**src/irf_pkg.sv**
```systemverilog
// Constants and types shared by the flag bank and its controller
// Assumes one 10 MHz clock and synchronous active-low reset
package irf_pkg;

  // ----------------------------------------------------------
  // Register map of the flag bank
  // ----------------------------------------------------------
  localparam int         IRF_DW             = 8;
  localparam int         IRF_AW             = 7;
  localparam logic [6:0] IRF_FLAGS_OFS      = 7'h0c;
  localparam logic [6:0] IRF_CAUSE_OFS      = 7'h0c;
  localparam logic       IRF_BANK_FLAGS     = 1'b0;
  localparam logic       IRF_BANK_CAUSE     = 1'b1;
  localparam int         IRF_EE_BIT         = 7;
  localparam int         IRF_CMP_BIT        = 6;
  localparam int         IRF_RX_BIT         = 5;
  localparam int         IRF_TX_BIT         = 4;
  localparam int         IRF_CC_BIT         = 2;
  localparam int         IRF_PM_BIT         = 1;
  localparam int         IRF_TOV_BIT        = 0;
  localparam int         IRF_OSC_FREQ_SELECT_BIT       = 3;
  localparam int         IRF_POR_BIT        = 1;
  localparam int         IRF_BOD_BIT        = 0;
  localparam logic [7:0] IRF_FLAGS_WR_MASK  = 8'hc7;
  localparam logic [7:0] IRF_FLAGS_RST      = 8'h00;
  localparam logic       IRF_OSC_FREQ_SELECT_RST       = 1'b1;
  localparam logic       IRF_BOD_POR_VAL    = 1'b0;

  typedef enum logic [1:0]
  {
    IRF_RST_POR,
    IRF_RST_BOR,
    IRF_RST_PIN,
    IRF_RST_WDT
  } irf_rst_cause_t;

  // ----------------------------------------------------------
  // Controller register map (AXI4-Lite)
  // ----------------------------------------------------------
  localparam logic [7:0] IRF_CMD_OFS       = 8'h00;
  localparam logic [7:0] IRF_STAT_OFS      = 8'h04;
  localparam logic [7:0] IRF_ISTAT_OFS     = 8'h08;
  localparam logic [7:0] IRF_IMASK_OFS     = 8'h0c;
  localparam int         IRF_CMD_ADDR_LSB  = 8;
  localparam int         IRF_CMD_BANK_BIT  = 15;
  localparam int         IRF_CMD_WR_BIT    = 16;
  localparam int         IRF_STAT_BUSY_BIT = 8;
  localparam int         IRF_STAT_ERR_BIT  = 9;
  localparam logic [1:0] IRF_RESP_OKAY     = 2'b00;
  localparam logic [1:0] IRF_RESP_SLVERR   = 2'b10;

  typedef enum logic
  {
    IRF_IDLE,
    IRF_BUSY
  } irf_state_t;

endpackage

```
**src/irf_link_if.sv**
```systemverilog
// Register access link between controller and flag bank
// Assumes both ends run on the same clock
`timescale 1ns/1ps
`default_nettype none
interface irf_link_if;
  import irf_pkg::*;
  logic              acc_valid;
  logic              acc_write;
  logic              acc_bank;
  logic [IRF_AW-1:0] acc_addr;
  logic [IRF_DW-1:0] acc_wdata;
  logic [IRF_DW-1:0] acc_rdata;
  logic              acc_done;
  logic              acc_err;

  modport dev
  (
    input  acc_valid,
    input  acc_write,
    input  acc_bank,
    input  acc_addr,
    input  acc_wdata,
    output acc_rdata,
    output acc_done,
    output acc_err
  );

  modport ctl
  (
    output acc_valid,
    output acc_write,
    output acc_bank,
    output acc_addr,
    output acc_wdata,
    input  acc_rdata,
    input  acc_done,
    input  acc_err
  );
endinterface
`default_nettype wire

```
**src/irf_ctl.sv**
```systemverilog
// AXI4-Lite controller that issues single accesses to the flag bank
// Assumes one access at a time and a bank that answers by acc_done
//
// Our own choice: the AXI4-Lite register port.
`timescale 1ns/1ps
`default_nettype none
module irf_ctl
  import irf_pkg::*;
(
  input  wire logic        aclk,
  input  wire logic        aresetn,
  input  wire logic [7:0]  s_axi_awaddr,
  input  wire logic        s_axi_awvalid,
  output logic             s_axi_awready,
  input  wire logic [31:0] s_axi_wdata,
  input  wire logic [3:0]  s_axi_wstrb,
  input  wire logic        s_axi_wvalid,
  output logic             s_axi_wready,
  output logic [1:0]       s_axi_bresp,
  output logic             s_axi_bvalid,
  input  wire logic        s_axi_bready,
  input  wire logic [7:0]  s_axi_araddr,
  input  wire logic        s_axi_arvalid,
  output logic             s_axi_arready,
  output logic [31:0]      s_axi_rdata,
  output logic [1:0]       s_axi_rresp,
  output logic             s_axi_rvalid,
  input  wire logic        s_axi_rready,
  output logic             irq,
  irf_link_if.ctl          link
);

  // ----------------------------------------------------------
  // AXI write side
  // ----------------------------------------------------------
  logic        aw_q;
  logic        w_q;
  logic [7:0]  awaddr_q;
  logic [31:0] wdata_q;
  logic        bvalid_q;
  logic [1:0]  bresp_q;
  logic        rvalid_q;
  logic [31:0] rdata_q;
  logic [1:0]  rresp_q;

  assign s_axi_awready = ~aw_q & ~bvalid_q;
  assign s_axi_wready  = ~w_q & ~bvalid_q;
  wire   do_wr   = aw_q & w_q & ~bvalid_q;
  wire   wr_cmd  = do_wr & (awaddr_q == IRF_CMD_OFS);
  wire   wr_ist  = do_wr & (awaddr_q == IRF_ISTAT_OFS);
  wire   wr_msk  = do_wr & (awaddr_q == IRF_IMASK_OFS);
  wire   wr_ok   = wr_cmd | wr_ist | wr_msk
                 | (awaddr_q == IRF_STAT_OFS);

  // ----------------------------------------------------------
  // Command and link
  // ----------------------------------------------------------
  irf_state_t  state_q;
  logic [16:0] cmd_q;
  logic [7:0]  rd_q;
  logic        err_q;
  logic        istat_q;
  logic        imask_q;

  wire busy     = (state_q == IRF_BUSY);
  wire start    = wr_cmd & ~busy;
  wire done_ev  = busy & link.acc_done;
  wire istat_d  = (istat_q & ~(wr_ist & wdata_q[0])) | done_ev;

  assign link.acc_valid = busy;
  assign link.acc_write = cmd_q[IRF_CMD_WR_BIT];
  assign link.acc_bank  = cmd_q[IRF_CMD_BANK_BIT];
  assign link.acc_addr  = cmd_q[IRF_CMD_ADDR_LSB +: IRF_AW];
  assign link.acc_wdata = cmd_q[7:0];
  assign irq            = istat_q & imask_q;

  // ----------------------------------------------------------
  // AXI read decode
  // ----------------------------------------------------------
  wire [31:0] stat_word = {22'h00_0000, err_q, busy, rd_q};
  wire        rd_hit    = (s_axi_araddr == IRF_CMD_OFS)
                        | (s_axi_araddr == IRF_STAT_OFS)
                        | (s_axi_araddr == IRF_ISTAT_OFS)
                        | (s_axi_araddr == IRF_IMASK_OFS);
  wire [31:0] rd_mux    =
      (s_axi_araddr == IRF_CMD_OFS)   ? {15'h0000, cmd_q}
    : (s_axi_araddr == IRF_STAT_OFS)  ? stat_word
    : (s_axi_araddr == IRF_ISTAT_OFS) ? {31'h0000_0000, istat_q}
    : (s_axi_araddr == IRF_IMASK_OFS) ? {31'h0000_0000, imask_q}
    : 32'h0000_0000;

  assign s_axi_arready = ~rvalid_q;
  assign s_axi_bvalid  = bvalid_q;
  assign s_axi_bresp   = bresp_q;
  assign s_axi_rvalid  = rvalid_q;
  assign s_axi_rdata   = rdata_q;
  assign s_axi_rresp   = rresp_q;

  // ----------------------------------------------------------
  // Registers
  // ----------------------------------------------------------
  always_ff @(posedge aclk)
  begin
    if (!aresetn)
    begin
      aw_q     <= 1'b0;
      w_q      <= 1'b0;
      awaddr_q <= 8'h00;
      wdata_q  <= 32'h0000_0000;
      bvalid_q <= 1'b0;
      bresp_q  <= IRF_RESP_OKAY;
    end
    else
    begin
      if (s_axi_awvalid & s_axi_awready)
      begin
        aw_q     <= 1'b1;
        awaddr_q <= s_axi_awaddr;
      end
      if (s_axi_wvalid & s_axi_wready)
      begin
        w_q     <= 1'b1;
        wdata_q <= s_axi_wdata;
      end
      if (do_wr)
      begin
        bvalid_q <= 1'b1;
        bresp_q  <= wr_ok ? IRF_RESP_OKAY : IRF_RESP_SLVERR;
      end
      else if (bvalid_q & s_axi_bready)
      begin
        bvalid_q <= 1'b0;
        aw_q     <= 1'b0;
        w_q      <= 1'b0;
      end
    end
  end

  always_ff @(posedge aclk)
  begin
    if (!aresetn)
    begin
      rvalid_q <= 1'b0;
      rdata_q  <= 32'h0000_0000;
      rresp_q  <= IRF_RESP_OKAY;
    end
    else if (s_axi_arvalid & s_axi_arready)
    begin
      rvalid_q <= 1'b1;
      rdata_q  <= rd_mux;
      rresp_q  <= rd_hit ? IRF_RESP_OKAY : IRF_RESP_SLVERR;
    end
    else if (s_axi_rready)
    begin
      rvalid_q <= 1'b0;
    end
  end

  always_ff @(posedge aclk)
  begin
    if (!aresetn)
    begin
      state_q <= IRF_IDLE;
      cmd_q   <= 17'h0_0000;
      rd_q    <= 8'h00;
      err_q   <= 1'b0;
      istat_q <= 1'b0;
      imask_q <= 1'b0;
    end
    else
    begin
      istat_q <= istat_d;
      if (wr_msk)
      begin
        imask_q <= wdata_q[0];
      end
      case (state_q)
        IRF_IDLE:
        begin
          if (start)
          begin
            cmd_q   <= wdata_q[16:0];
            state_q <= IRF_BUSY;
          end
        end
        IRF_BUSY:
        begin
          if (link.acc_done)
          begin
            rd_q    <= link.acc_rdata;
            err_q   <= link.acc_err;
            state_q <= IRF_IDLE;
          end
        end
        default:
        begin
          state_q <= IRF_IDLE;
        end
      endcase
    end
  end

endmodule
`default_nettype wire

```
**src/flat_wrapper.sv**
```systemverilog
// flat-port wrapper written by rule: the top's interface ports become plain ports
module irf_ctl_flat import irf_pkg::*;
  (aclk, aresetn, s_axi_awaddr, s_axi_awvalid, s_axi_awready, s_axi_wdata, s_axi_wstrb, s_axi_wvalid, s_axi_wready, s_axi_bresp, s_axi_bvalid, s_axi_bready, s_axi_araddr, s_axi_arvalid, s_axi_arready, s_axi_rdata, s_axi_rresp, s_axi_rvalid, s_axi_rready, irq, link_acc_valid, link_acc_write, link_acc_bank, link_acc_addr, link_acc_wdata, link_acc_rdata, link_acc_done, link_acc_err);
  irf_link_if link_i ();
  input  wire logic aclk;
  input  wire logic aresetn;
  input  wire logic [7:0] s_axi_awaddr;
  input  wire logic s_axi_awvalid;
  output logic s_axi_awready;
  input  wire logic [31:0] s_axi_wdata;
  input  wire logic [3:0] s_axi_wstrb;
  input  wire logic s_axi_wvalid;
  output logic s_axi_wready;
  output logic [1:0] s_axi_bresp;
  output logic s_axi_bvalid;
  input  wire logic s_axi_bready;
  input  wire logic [7:0] s_axi_araddr;
  input  wire logic s_axi_arvalid;
  output logic s_axi_arready;
  output logic [31:0] s_axi_rdata;
  output logic [1:0] s_axi_rresp;
  output logic s_axi_rvalid;
  input  wire logic s_axi_rready;
  output logic irq;
  output wire logic [$bits(link_i.acc_valid)-1:0] link_acc_valid;
  output wire logic [$bits(link_i.acc_write)-1:0] link_acc_write;
  output wire logic [$bits(link_i.acc_bank)-1:0] link_acc_bank;
  output wire logic [$bits(link_i.acc_addr)-1:0] link_acc_addr;
  output wire logic [$bits(link_i.acc_wdata)-1:0] link_acc_wdata;
  input wire logic [$bits(link_i.acc_rdata)-1:0] link_acc_rdata;
  input wire logic [$bits(link_i.acc_done)-1:0] link_acc_done;
  input wire logic [$bits(link_i.acc_err)-1:0] link_acc_err;
  assign link_acc_valid = link_i.acc_valid;
  assign link_acc_write = link_i.acc_write;
  assign link_acc_bank = link_i.acc_bank;
  assign link_acc_addr = link_i.acc_addr;
  assign link_acc_wdata = link_i.acc_wdata;
  assign link_i.acc_rdata = link_acc_rdata;
  assign link_i.acc_done = link_acc_done;
  assign link_i.acc_err = link_acc_err;
  irf_ctl u_core (.aclk(aclk), .aresetn(aresetn), .s_axi_awaddr(s_axi_awaddr), .s_axi_awvalid(s_axi_awvalid), .s_axi_awready(s_axi_awready), .s_axi_wdata(s_axi_wdata), .s_axi_wstrb(s_axi_wstrb), .s_axi_wvalid(s_axi_wvalid), .s_axi_wready(s_axi_wready), .s_axi_bresp(s_axi_bresp), .s_axi_bvalid(s_axi_bvalid), .s_axi_bready(s_axi_bready), .s_axi_araddr(s_axi_araddr), .s_axi_arvalid(s_axi_arvalid), .s_axi_arready(s_axi_arready), .s_axi_rdata(s_axi_rdata), .s_axi_rresp(s_axi_rresp), .s_axi_rvalid(s_axi_rvalid), .s_axi_rready(s_axi_rready), .irq(irq), .link(link_i));
endmodule
```
**config.mk**
```make
export PLATFORM = sky130hd
export DESIGN_NAME = irf_ctl_flat
export DESIGN_NICKNAME = d
export VERILOG_FILES = /design/src/irf_pkg.sv /design/src/irf_link_if.sv /design/src/irf_ctl.sv /design/src/flat_wrapper.sv
export SDC_FILE = /design/constraint.sdc
export NUM_CORES = 1
export LEC_CHECK = 0
export BUFFER_PORTS_ARGS = -buffer_cell sky130_fd_sc_hd__buf_2
export CORE_MARGIN = 5
export CORE_UTILIZATION = 40
export DETAILED_ROUTE_END_ITERATION = 8
export PLACE_DENSITY = 0.7
export SYNTH_ARGS = -nofsm -noshare
export SYNTH_HDL_FRONTEND = slang
export SYNTH_SLANG_ARGS = --single-unit
```
**constraint.sdc**
```tcl
create_clock -name aclk -period 2 [get_ports aclk]
set_input_delay 0.3 -clock aclk [delete_from_list [all_inputs] [get_ports aclk]]
set_output_delay 0.3 -clock aclk [all_outputs]
set_load 0.1 [all_outputs]
```
Word level (Yosys, flattened, before mapping)
Cells that the tools add are included.
- bits in registers: 94
- input bits: 69
- output and inout port bits: 60
- word-level logic and storage cells: 75
- equal/unequal tests: 6
- mux-type cells: 19
- bitwise gates (word level): 29
- reductions and logical operators: 6
- operators with widths (kind ; count):
    32-bit two-way mux ; 3
    8-bit by 4-bit == test with 1-bit output (second input constant) ; 4
    1-bit AND ; 16
    8-bit by 3-bit == test with 1-bit output (second input constant) ; 2
    8-bit zero test ; 2
    1-bit two-way mux ; 13
    1-bit OR ; 7
    1-bit NOT ; 6
    2-bit two-way mux ; 2
    2-bit AND reduction ; 2
    2-bit nonzero test ; 2
    1-bit case mux with 2 select lines ; 1

Depth between registers and ports, before layout
Gate-level depths: netlist of the first run.
- depth in word-level cells: 7
- depth in mapped cells: 6
- depth with buffers taken out: 3

Worst setup path before layout of the first run
OpenSTA, ideal clock, no wires.
- kind: register -> output
- from: reg u_core.bvalid_q, in the netlist u_core.s_axi_bvalid
- to: out s_axi_awready
- arrival time: 2.219 ns
- data required time: 1.700 ns
- path slack: -0.519 ns
- stages on the path, launching flop included: 3
- buffers on the path: 1
- cell sequence: dfxtp_1 buf_4 nor2_1
- word-level cells in the longest chain between the ends: 2
- ends and longest elaborated chain (what ; line ; text):
    from (decl) ; irf_ctl.sv:40 ; logic bvalid_q;
    from (signal assigned) ; irf_ctl.sv:110 ; bvalid_q <= 1'b0;
    from (signal assigned) ; irf_ctl.sv:127 ; bvalid_q <= 1'b1;
    from (signal assigned) ; irf_ctl.sv:132 ; bvalid_q <= 1'b0;
    1-bit NOT ; irf_ctl.sv:46 ; assign s_axi_awready = ~aw_q & ~bvalid_q;
    1-bit AND ; irf_ctl.sv:46 ;
    to (decl) ; flat_wrapper.sv:9 ; output logic s_axi_awready;
Every way passes these cells.

Worst setup path after layout of the first run
- from: reg u_core.awaddr_q[0]
- to: reg u_core.cmd_q[13]
- word-level cells in the longest chain between the ends: 4
- ends and longest elaborated chain (what ; line ; text):
    from (decl) ; irf_ctl.sv:38 ; logic [7:0] awaddr_q;
    from (signal assigned) ; irf_ctl.sv:118 ; awaddr_q <= s_axi_awaddr;
    8-bit zero test ; irf_ctl.sv:49 ; wire wr_cmd = do_wr & (awaddr_q == IRF_CMD_OFS);
    1-bit AND ; irf_ctl.sv:49 ;
    1-bit AND ; irf_ctl.sv:66 ; wire start = wr_cmd & ~busy;
    2-bit AND reduction (no line) ; n/a ;
    to (signal assigned) ; irf_ctl.sv:182 ; cmd_q <= wdata_q[16:0];
    to (decl) ; irf_ctl.sv:59 ; logic [16:0] cmd_q;
Every way passes these cells.
A chain may end at the register's enable or synchronous reset.

==> results of run 1 <==
==> synth_stat cells, drive strengths merged <==
cell     number  area [sq um]
or2           1          6.26
clkbuf       13          48.8
clkinv        1          3.75
o21a          1          7.51
nand3b        2          27.5
a211oi        1          7.51
nor3b         3          27.5
mux2i        35           350
a21oi        30           150
or3           1          6.26
or3b          1          8.76
buf          24           188
mux4          1          22.5
and2          2          12.5
o32ai         9          78.8
nand4         2          12.5
o2bb2ai       7          61.3
conb          1          3.75
a311oi        1          8.76
nor4          3          40.0
o21ai         1          5.00
nand2        99           372
nor2b         3          18.8
dfxtp        77          1540
a31oi         1          6.26
or4           1          11.3
nor2         15          56.3
inv           1          3.75
nand2b        4          25.0
o21bai        2          15.0
nor3          2          10.0
==> sequential cells by signal, indices dropped and copies added (netlist names), 8 cells and up <==
register / count
u_core.awaddr_q: 8
u_core.cmd_q: 17
u_core.rd_q: 8
u_core.s_axi_rdata: 17
u_core.wdata_q: 17
==> placed cells by master, fill, tap and decap left out, types with 2 or more instances in the layout <==
cell type / n
nand2_1: 99
mux2i_1: 35
nor2b_1: 3
a21oi_1: 30
conb_1: 17
clkinv_2: 3
nor3_1: 2
o21bai_1: 2
nor3b_1: 2
clkinvlp_4: 2
buf_2: 92
clkbuf_8: 10
nor2_1: 13
o2bb2ai_1: 7
nor2_2: 2
and2_1: 2
o32ai_1: 9
nand4_1: 2
dfxtp_1: 76
buf_4: 6
nand2b_1: 4
==> how the worst min path moves through the flow <==
stage | startpoint | endpoint | slack (ns) | cells past startpoint
4_1_cts | s_axi_rready | u_core.s_axi_rvalid | 0.12 | 2
6_report | s_axi_rready | u_core.s_axi_rvalid | 0.13 | 2
2_1_floorplan | s_axi_rready | u_core.s_axi_rvalid | 0.40 | 1
5_1_grt | s_axi_rready | u_core.s_axi_rvalid | 0.12 | 2
3_3_place_gp | u_core.rd_q[2] | u_core.rd_q[2] | 0.44 | 2
3_5_place_dp | u_core.s_axi_rdata[14] | u_core.s_axi_rdata[14] | 0.45 | 1
==> critical path: stages (launching register included) <==
cell and delay [ns]:
dfxtp_1 0.32, or4_4 0.57, nor4_4 0.28, buf_12 0.22, mux2i_1 0.21
==> power groups by stage <==
| stage | Sequential (mW) | Combinational [mW] | Clock [mW] |
|---|---|---|---|
| after detailed placement | 1.65 | 0.547 | 0 |
| after global placement | 1.65 | 0.541 | 0 |
| after global routing | 1.63 | 0.580 | 1.12 |
| after CTS | 1.62 | 0.547 | 1.06 |
| after floorplan | 1.71 | 0.404 | 0 |
| final | 1.62 | 0.545 | 1.03 |
==> kinds of logic after synthesis <==
kind of cell	Yosys count	synth area share, %
flops	77	49.1
compound gates	53	10.8
simple gates	139	20.2
mux	36	11.9
buf+inv	39	7.78
other cells	1	0.120
==> area by class of cell <==
class                           count  area (sq um)  share of cell area [%]
Inverter                            2          7.51                   0.198
Clock inverter                      6          38.8                    1.02
Timing Repair Buffer               99           526                    13.8
Multi-Input combinational cell    245          1420                    37.3
Tap cell                          102           128                    3.36
Clock buffer                       10           138                    3.63
Sequential cell                    77          1540                    40.6
==> layer usage <==
| metal | track usage (%) | vias up | wire, um |
|---|---|---|---|
| met2 | 26.1 | 59 | 3650 |
| met5 | 0 | - | 0 |
| met3 | 4.46 | 11 | 434 |
| li1 | - | 1317 | - |
| met4 | 6.30 | 0 | 119 |
| met1 | 18.2 | 1147 | 3190 |
==> through the flow <==
| step | hold WS, ns | cells | setup WS [ns] | instance area, sq um | util, % |
|---|---|---|---|---|---|
| 6_report | 0.128 | 541 | 0.326 | 3800 | 49.4 |
| 5_1_grt | 0.123 | 541 | 0.260 | 3800 | 49.4 |
| 4_1_cts | 0.117 | 541 | 0.325 | 3800 | 49.4 |
| 3_5_place_dp | 0.445 | 525 | 0.341 | 3620 | 47.1 |
| 3_3_place_gp | 0.441 | 525 | 0.395 | 3620 | 47.1 |
| 2_1_floorplan | 0.399 | 361 | 0.0212 | 3200 | - |
==> impl_metrics.yaml, run 1 <==
timing:
  fmax_mhz: 598
  setup_viol: 0
  fin_crit_sh_pct: 83.7
  maxSlewViolCount: 0
  fin_tns_setup_ns: 0
  skew_ns: 0.0101
  hold_viol_final: 0
  rsz0062_at_grt: "false"
  post-route-min-period_ns: 1.67
critical_path:
  crit_path_max_fanout: 18
  crit_type: "register to register"
  r2r_end: "u_core.cmd_q[13]"
  rrSetupSlack_ns: 0.33
  r2r-start: "u_core.awaddr_q[0]"
  cp-start-kind: "register"
  arrival_ns: 1.94
  endpoint: "u_core.cmd_q[13]"
  cp_data_required_time_ns: 2.27
  r2r_cells: 4
  startpoint: "u_core.awaddr_q[0]"
  end_kind: "register"
route:
  firstDrtPassIters: 4
  vias: 2534
  drt-initial-drc-count: 76
  post-route-drc-count: 0
  wirelength_um: 7390
  wl_per_cell_um: 13.7
  viasPerCell: 4.68
  ant_nets: 0
cells_and_area:
  n_antenna_cell: 0
  nNetsFinal: 503
  layout-drive-gt1-share_pct: 28.7
  fill_cells: 777
  syn_to_final_growth_pct: 21.0
clock_network:
  ctsResizeCount: 0
  htreeDepth: 3
  cts_hold_buf: 0
  cts_tree: "yes"
  path_clk_slew_ns: 0.08
  cts_buffers: 9
  cts_root_buf: "clkbuf_8"
  cts_buffer_depth: 2
  cts_setup_buffers: 0
  cts_sinks: 77
  clk_latency_ns: 0.34
floorplanning:
  coreArea_sq_um: 7690
  die_h_um: 98.6
  io_pins: 129
  std_cell_rows: 32
  die_area_sq_um: 9710
  start_util_pct: 40.8
  die-width_um: 98.6
placed_design:
  port_buffers: 92
  place.gp.congestion: 0.776
  post-dp-hpwl_um: 5590
yosys:
  synth_seq_area_share_pct: 49.1
  synthDistinctLibCells: 39
  synth_seq_cells: 77
  yosysWarnings: 0
  synthCells: 345
  syn-cell-area_sq_um: 3140
  avgSynthCellArea_sq_um: 9.09
power:
  ir_drop_mv: 0.351
  switchingPower_mw: 1.00
  pwr_density_cell_nw_per_um2: 842
  p_total_mw: 3.20
  combPwrFrac_pct: 17.1
  swShare_pct: 31.3
  leakagePower_nw: 1.60
  clkPwrFrac_pct: 32.3
  seq_power_share_pct: 50.6
  internal_power_mw: 2.19
global_routing:
  grt-ovfl-total: 0
  grt_max_degree: 37
  grt_pass1_wl_um: 12000
  grt_pass1_vias: 2548
  antenna_found_initial: 0
  grt_use_total_pct: 15.4
outcome:
  status: "finished, final reports clean"
min_path:
  worstHoldPathType: "input port to register"
job:
  drv_cap: 0
(Power assumes the default switching activity.)
==> run 2, diff against run 1 <==
==> constraint.sdc (replaced) <==
create_clock -name aclk -period 1.6 [get_ports aclk]
set_input_delay 0.24 -clock aclk [delete_from_list [all_inputs] [get_ports aclk]]
set_output_delay 0.24 -clock aclk [all_outputs]
set_load 0.1 [all_outputs]
==> run 2 against run 1 <==
Against the previous run: the flow now finishes with violations (setup timing); largest power group unchanged; critical path type unchanged; sequential share of layout area is 0.58 points lower; cell area is 1.9% higher; largest cell class unchanged; combinational power is 26% higher; critical endpoint unchanged.
==> impl_metrics.yaml, run 2 (synthesized netlist as in run 1, its figures left out) <==
outcome:
  status: "finished with violations"
  violations: "setup timing"
route:
  wirelength_um: 7440
  viasPerCell: 4.85
  drt-initial-drc-count: 98
  firstDrtPassIters: 6
  ant_nets: 0
  wl_per_cell_um: 13.7
  vias: 2628
  post-route-drc-count: 0
clock_network:
  cts_buffers: 9
  cts_setup_buffers: 0
  path_clk_slew_ns: 0.07
  cts_hold_buf: 0
  cts_tree: "yes"
  cts_buffer_depth: 2
  cts_sinks: 77
  clk_latency_ns: 0.34
  cts_root_buf: "clkbuf_8"
  ctsResizeCount: 0
  htreeDepth: 3
floorplanning:
  die_area_sq_um: 9710
  coreArea_sq_um: 7690
  die-width_um: 98.6
  std_cell_rows: 32
  start_util_pct: 40.8
  io_pins: 129
  die_h_um: 98.6
timing:
  fmax_mhz: 607
  setup_viol: 17
  worst_slew_pin_slew_ns: 0.505
  skew_ns: 0.00816
  fin_tns_setup_ns: -0.469
  fin_crit_sh_pct: 103
  rsz0062_at_grt: "true"
  slew_headroom_pct: 66.2
  whs_ns: 0.0697
  fin_ws_ns: -0.0466
  maxSlewViolCount: 0
  hold_viol_final: 0
  post-route-min-period_ns: 1.65
job:
  drv_cap: 0
global_routing:
  grt_pass1_vias: 2526
  antenna_found_initial: 0
  grt_pass1_wl_um: 12100
  grt-ovfl-total: 0
  grt_max_degree: 42
  grt_use_total_pct: 15.4
placed_design:
  dp_slack_ns: -0.0397
  place.gp.congestion: 0.746
  port_buffers: 92
  placed_area_sq_um: 3640
  dpl.cell_count: 527
  post-dp-hpwl_um: 5700
critical_path:
  end_kind: "register"
  cp_data_required_time_ns: 1.87
  crit_path_max_fanout: 18
  arrival_ns: 1.92
  cp-start-kind: "register"
  crit_type: "register to register"
power:
  ir_drop_mv: 0.510
  leakagePower_nw: 1.64
  p_total_mw: 4.40
  pwr_density_cell_nw_per_um2: 1140
cells_and_area:
  layout_commonest_cell: "nand2_1"
  final_cells: 542
  final_cell_mix: "99 x nand2_1, 92 x buf_2, 72 x dfxtp_1"
  layout-drive-gt1-share_pct: 29.5
  n_antenna_cell: 0
  utilization_pct: 50.3
  syn_to_final_growth_pct: 23.4
  nNetsFinal: 505
  fill_cells: 760
  stdcell_area_sq_um: 3870
min_path:
  worstHoldPathType: "input port to register"
-- run 2: cell types whose count changed in the layout (fill, tap and decap cells not counted) --
cell,change
clkbuf_8,-1
dfxtp_2,+3
dfxtp_1,-4
bufinv_16,+3
buf_4,+2
clkinv_2,-1
clkinvlp_4,-2
clkinv_4,-1
dfxtp_4,+1
clkbuf_1,+1
-- run 2: critical path, cell delays in order (launching register included) --
cell	delay (ns)
dfxtp_2	0.32
or4_4	0.56
nor4_4	0.28
buf_12	0.21
mux2i_1	0.20
-- run 2: final cells by class --
class	instances	area, sq um	area share (%)
inverters	2	7.51	0.194
repair buffers	101	541	14.0
multi-input cells	245	1420	36.6
flip-flops and latches	77	1550	40.1
well taps	102	128	3.30
clock buffers	10	128	3.30
clock inverters	5	100	2.59
-- run 2: final timing paths --
path | endpoint | start | cells after the start | slack (ns)
worst max-delay path | u_core.cmd_q[13] | u_core.awaddr_q[0] | 4 | -0.05
worst min-delay path | u_core.s_axi_rvalid | s_axi_rready | 2 | 0.07
worst max register to register | u_core.cmd_q[13] | u_core.awaddr_q[0] | 4 | -0.05
worst min register to register | u_core.wdata_q[1] | u_core.wdata_q[1] | 2 | 0.46
-- run 2: layer usage --
metal	vias up	global-route usage [%]	part of all wire, %
met4	0	6.30	1.1
met1	1235	18.7	43
met3	6	3.40	5.3
met2	70	26.2	50
li1	1317	-	-
met5	-	0	0
-- run 2: power breakdown --
group          switching, mW  internal, mW
Sequential            0.0472          1.98
Clock                  0.666          1.02
Combinational          0.515         0.171
==> run 3, diff against run 2 <==
--- a/config.mk
+++ b/config.mk
@@ -10,6 +10,7 @@
 export CORE_UTILIZATION = 40
 export DETAILED_ROUTE_END_ITERATION = 8
 export PLACE_DENSITY = 0.7
+export SKIP_CTS_REPAIR_TIMING = 1
 export SYNTH_ARGS = -nofsm -noshare
 export SYNTH_HDL_FRONTEND = slang
 export SYNTH_SLANG_ARGS = --single-unit
==> run 3 against run 2 <==
Against the previous run: the run still ends with setup timing left; combinational power barely moved; sequential share of layout area did not move; sequential power barely moved; hold slack did not move; clock skew did not move; cell count did not move; first-iteration DRC count did not move; largest cell class unchanged; highest routed layer unchanged.
==> impl_metrics.yaml, run 3 (synthesized netlist as in run 1, its figures left out) <==
outcome:
  status: "finished with violations"
  violations: "setup timing"
global_routing:
  grt_use_total_pct: 15.4
  grt_pass1_vias: 2526
  grt_max_degree: 42
  grt_pass1_wl_um: 12100
  grt-ovfl-total: 0
  antenna_found_initial: 0
timing:
  maxSlewViolCount: 0
  fmax_mhz: 607
  post-route-min-period_ns: 1.65
  worst_slew_pin_slew_ns: 0.505
  rsz0062_at_grt: "true"
  slew_headroom_pct: 66.2
  fin_crit_sh_pct: 103
  fin_ws_ns: -0.0466
  hold_viol_final: 0
  fin_tns_setup_ns: -0.469
  setup_viol: 17
  skew_ns: 0.00816
route:
  wirelength_um: 7440
  firstDrtPassIters: 6
  vias: 2628
  wl_per_cell_um: 13.7
  ant_nets: 0
  viasPerCell: 4.85
  post-route-drc-count: 0
  drt-initial-drc-count: 98
placed_design:
  post-dp-hpwl_um: 5700
  dpl.cell_count: 527
  place.gp.congestion: 0.746
  port_buffers: 92
min_path:
  hold_depth: 2
  worstHoldPathType: "input port to register"
critical_path:
  cp.buffers_inverters: 1
  cp_slowest_cell: "or4_4"
  crit_type: "register to register"
  cp_slowest_stage_delay_ns: 0.56
  arrival_ns: 1.92
  cp_num_cells: 4
  r2r_cells: 4
  cp_cell_sequence: "or4_4, nor4_4, buf_12, mux2i_1"
  path_delay_family: "simple AND/OR/NAND/NOR gates"
  end_kind: "register"
  cp_data_required_time_ns: 1.87
  cp-start-kind: "register"
  crit_path_max_fanout: 18
clock_network:
  cts_tree: "yes"
  cts_root_buf: "clkbuf_8"
  path_clk_slew_ns: 0.07
  cts_buffers: 9
  clk_latency_ns: 0.34
  htreeDepth: 3
  cts_buffer_depth: 2
  cts_sinks: 77
floorplanning:
  die-width_um: 98.6
  coreArea_sq_um: 7690
  std_cell_rows: 32
  die_h_um: 98.6
  io_pins: 129
  start_util_pct: 40.8
  die_area_sq_um: 9710
power:
  pwr_density_cell_nw_per_um2: 1140
  seq_power_share_pct: 46.0
  clkPwrFrac_pct: 38.4
  leakagePower_nw: 1.64
  switchingPower_mw: 1.23
  swShare_pct: 27.9
  combPwrFrac_pct: 15.6
  internal_power_mw: 3.17
  ir_drop_mv: 0.510
  p_total_mw: 4.40
cells_and_area:
  fill_cells: 760
  final_cell_mix: "99 x nand2_1, 92 x buf_2, 72 x dfxtp_1"
  syn_to_final_growth_pct: 23.4
  final_cells: 542
  n_antenna_cell: 0
  nNetsFinal: 505
  layout_commonest_cell: "nand2_1"
  layout-drive-gt1-share_pct: 29.5
job:
  drv_cap: 0
## run 3: cell counts in the layout (fill, tap and decap cells not counted)
No cell type changed its count.
## run 3: per-layer routing
metal  routed length, um  share of wire (%)  vias to the layer above  GRT usage [%]
li1                    -                  -                     1317              -
met1                3210                 43                     1235           18.7
met2                3750                 50                       70           26.2
met3                 391                5.3                        6           3.40
met4                  85                1.1                        0           6.30
met5                   0                  0                        -              0
## run 3: layout make-up
class	instances	area [sq um]	area share, %
clock inverter	5	100	2.59
timing repair buffer	101	541	14.0
tap	102	128	3.30
inverter	2	7.51	0.194
sequential	77	1550	40.1
multi-input combinational	245	1420	36.6
clock buffer	10	128	3.30
## run 3: per-stage QoR
stage	instance area [sq um]	util [%]	setup WS [ns]	hold WS [ns]
final	3870	50.3	-0.0466	0.0697
after global placement	3640	47.4	0.00183	0.420
after CTS	3870	50.3	-0.0571	0.0567
after floorplan	3230	-	-0.0476	0.332
after global routing	3870	50.3	-0.140	0.0754
after detailed placement	3640	47.4	-0.0397	0.425
## run 3: worst reg2reg max path: stages (launching register included)
cell     delay [ns]
dfxtp_2        0.32
or4_4          0.56
nor4_4         0.28
buf_12         0.21
mux2i_1        0.21
## run 3: path summary, 6_finish.rpt
check                         to  slack [ns]          startpoint
max reg2reg     u_core.cmd_q[13]       -0.05  u_core.awaddr_q[0]
min reg2reg    u_core.wdata_q[1]        0.46   u_core.wdata_q[1]
max             u_core.cmd_q[13]       -0.05  u_core.awaddr_q[0]
min          u_core.s_axi_rvalid        0.07        s_axi_rready
## run 3: power groups by stage
| stage | Combinational, mW | Sequential [mW] | Clock (mW) |
|---|---|---|---|
| floorplan | 0.515 | 2.14 | 0 |
| global placement | 0.681 | 2.06 | 0 |
| detailed placement | 0.688 | 2.07 | 0 |
| CTS | 0.689 | 2.02 | 1.73 |
| global route | 0.732 | 2.03 | 1.81 |
| finish | 0.686 | 2.02 | 1.69 |
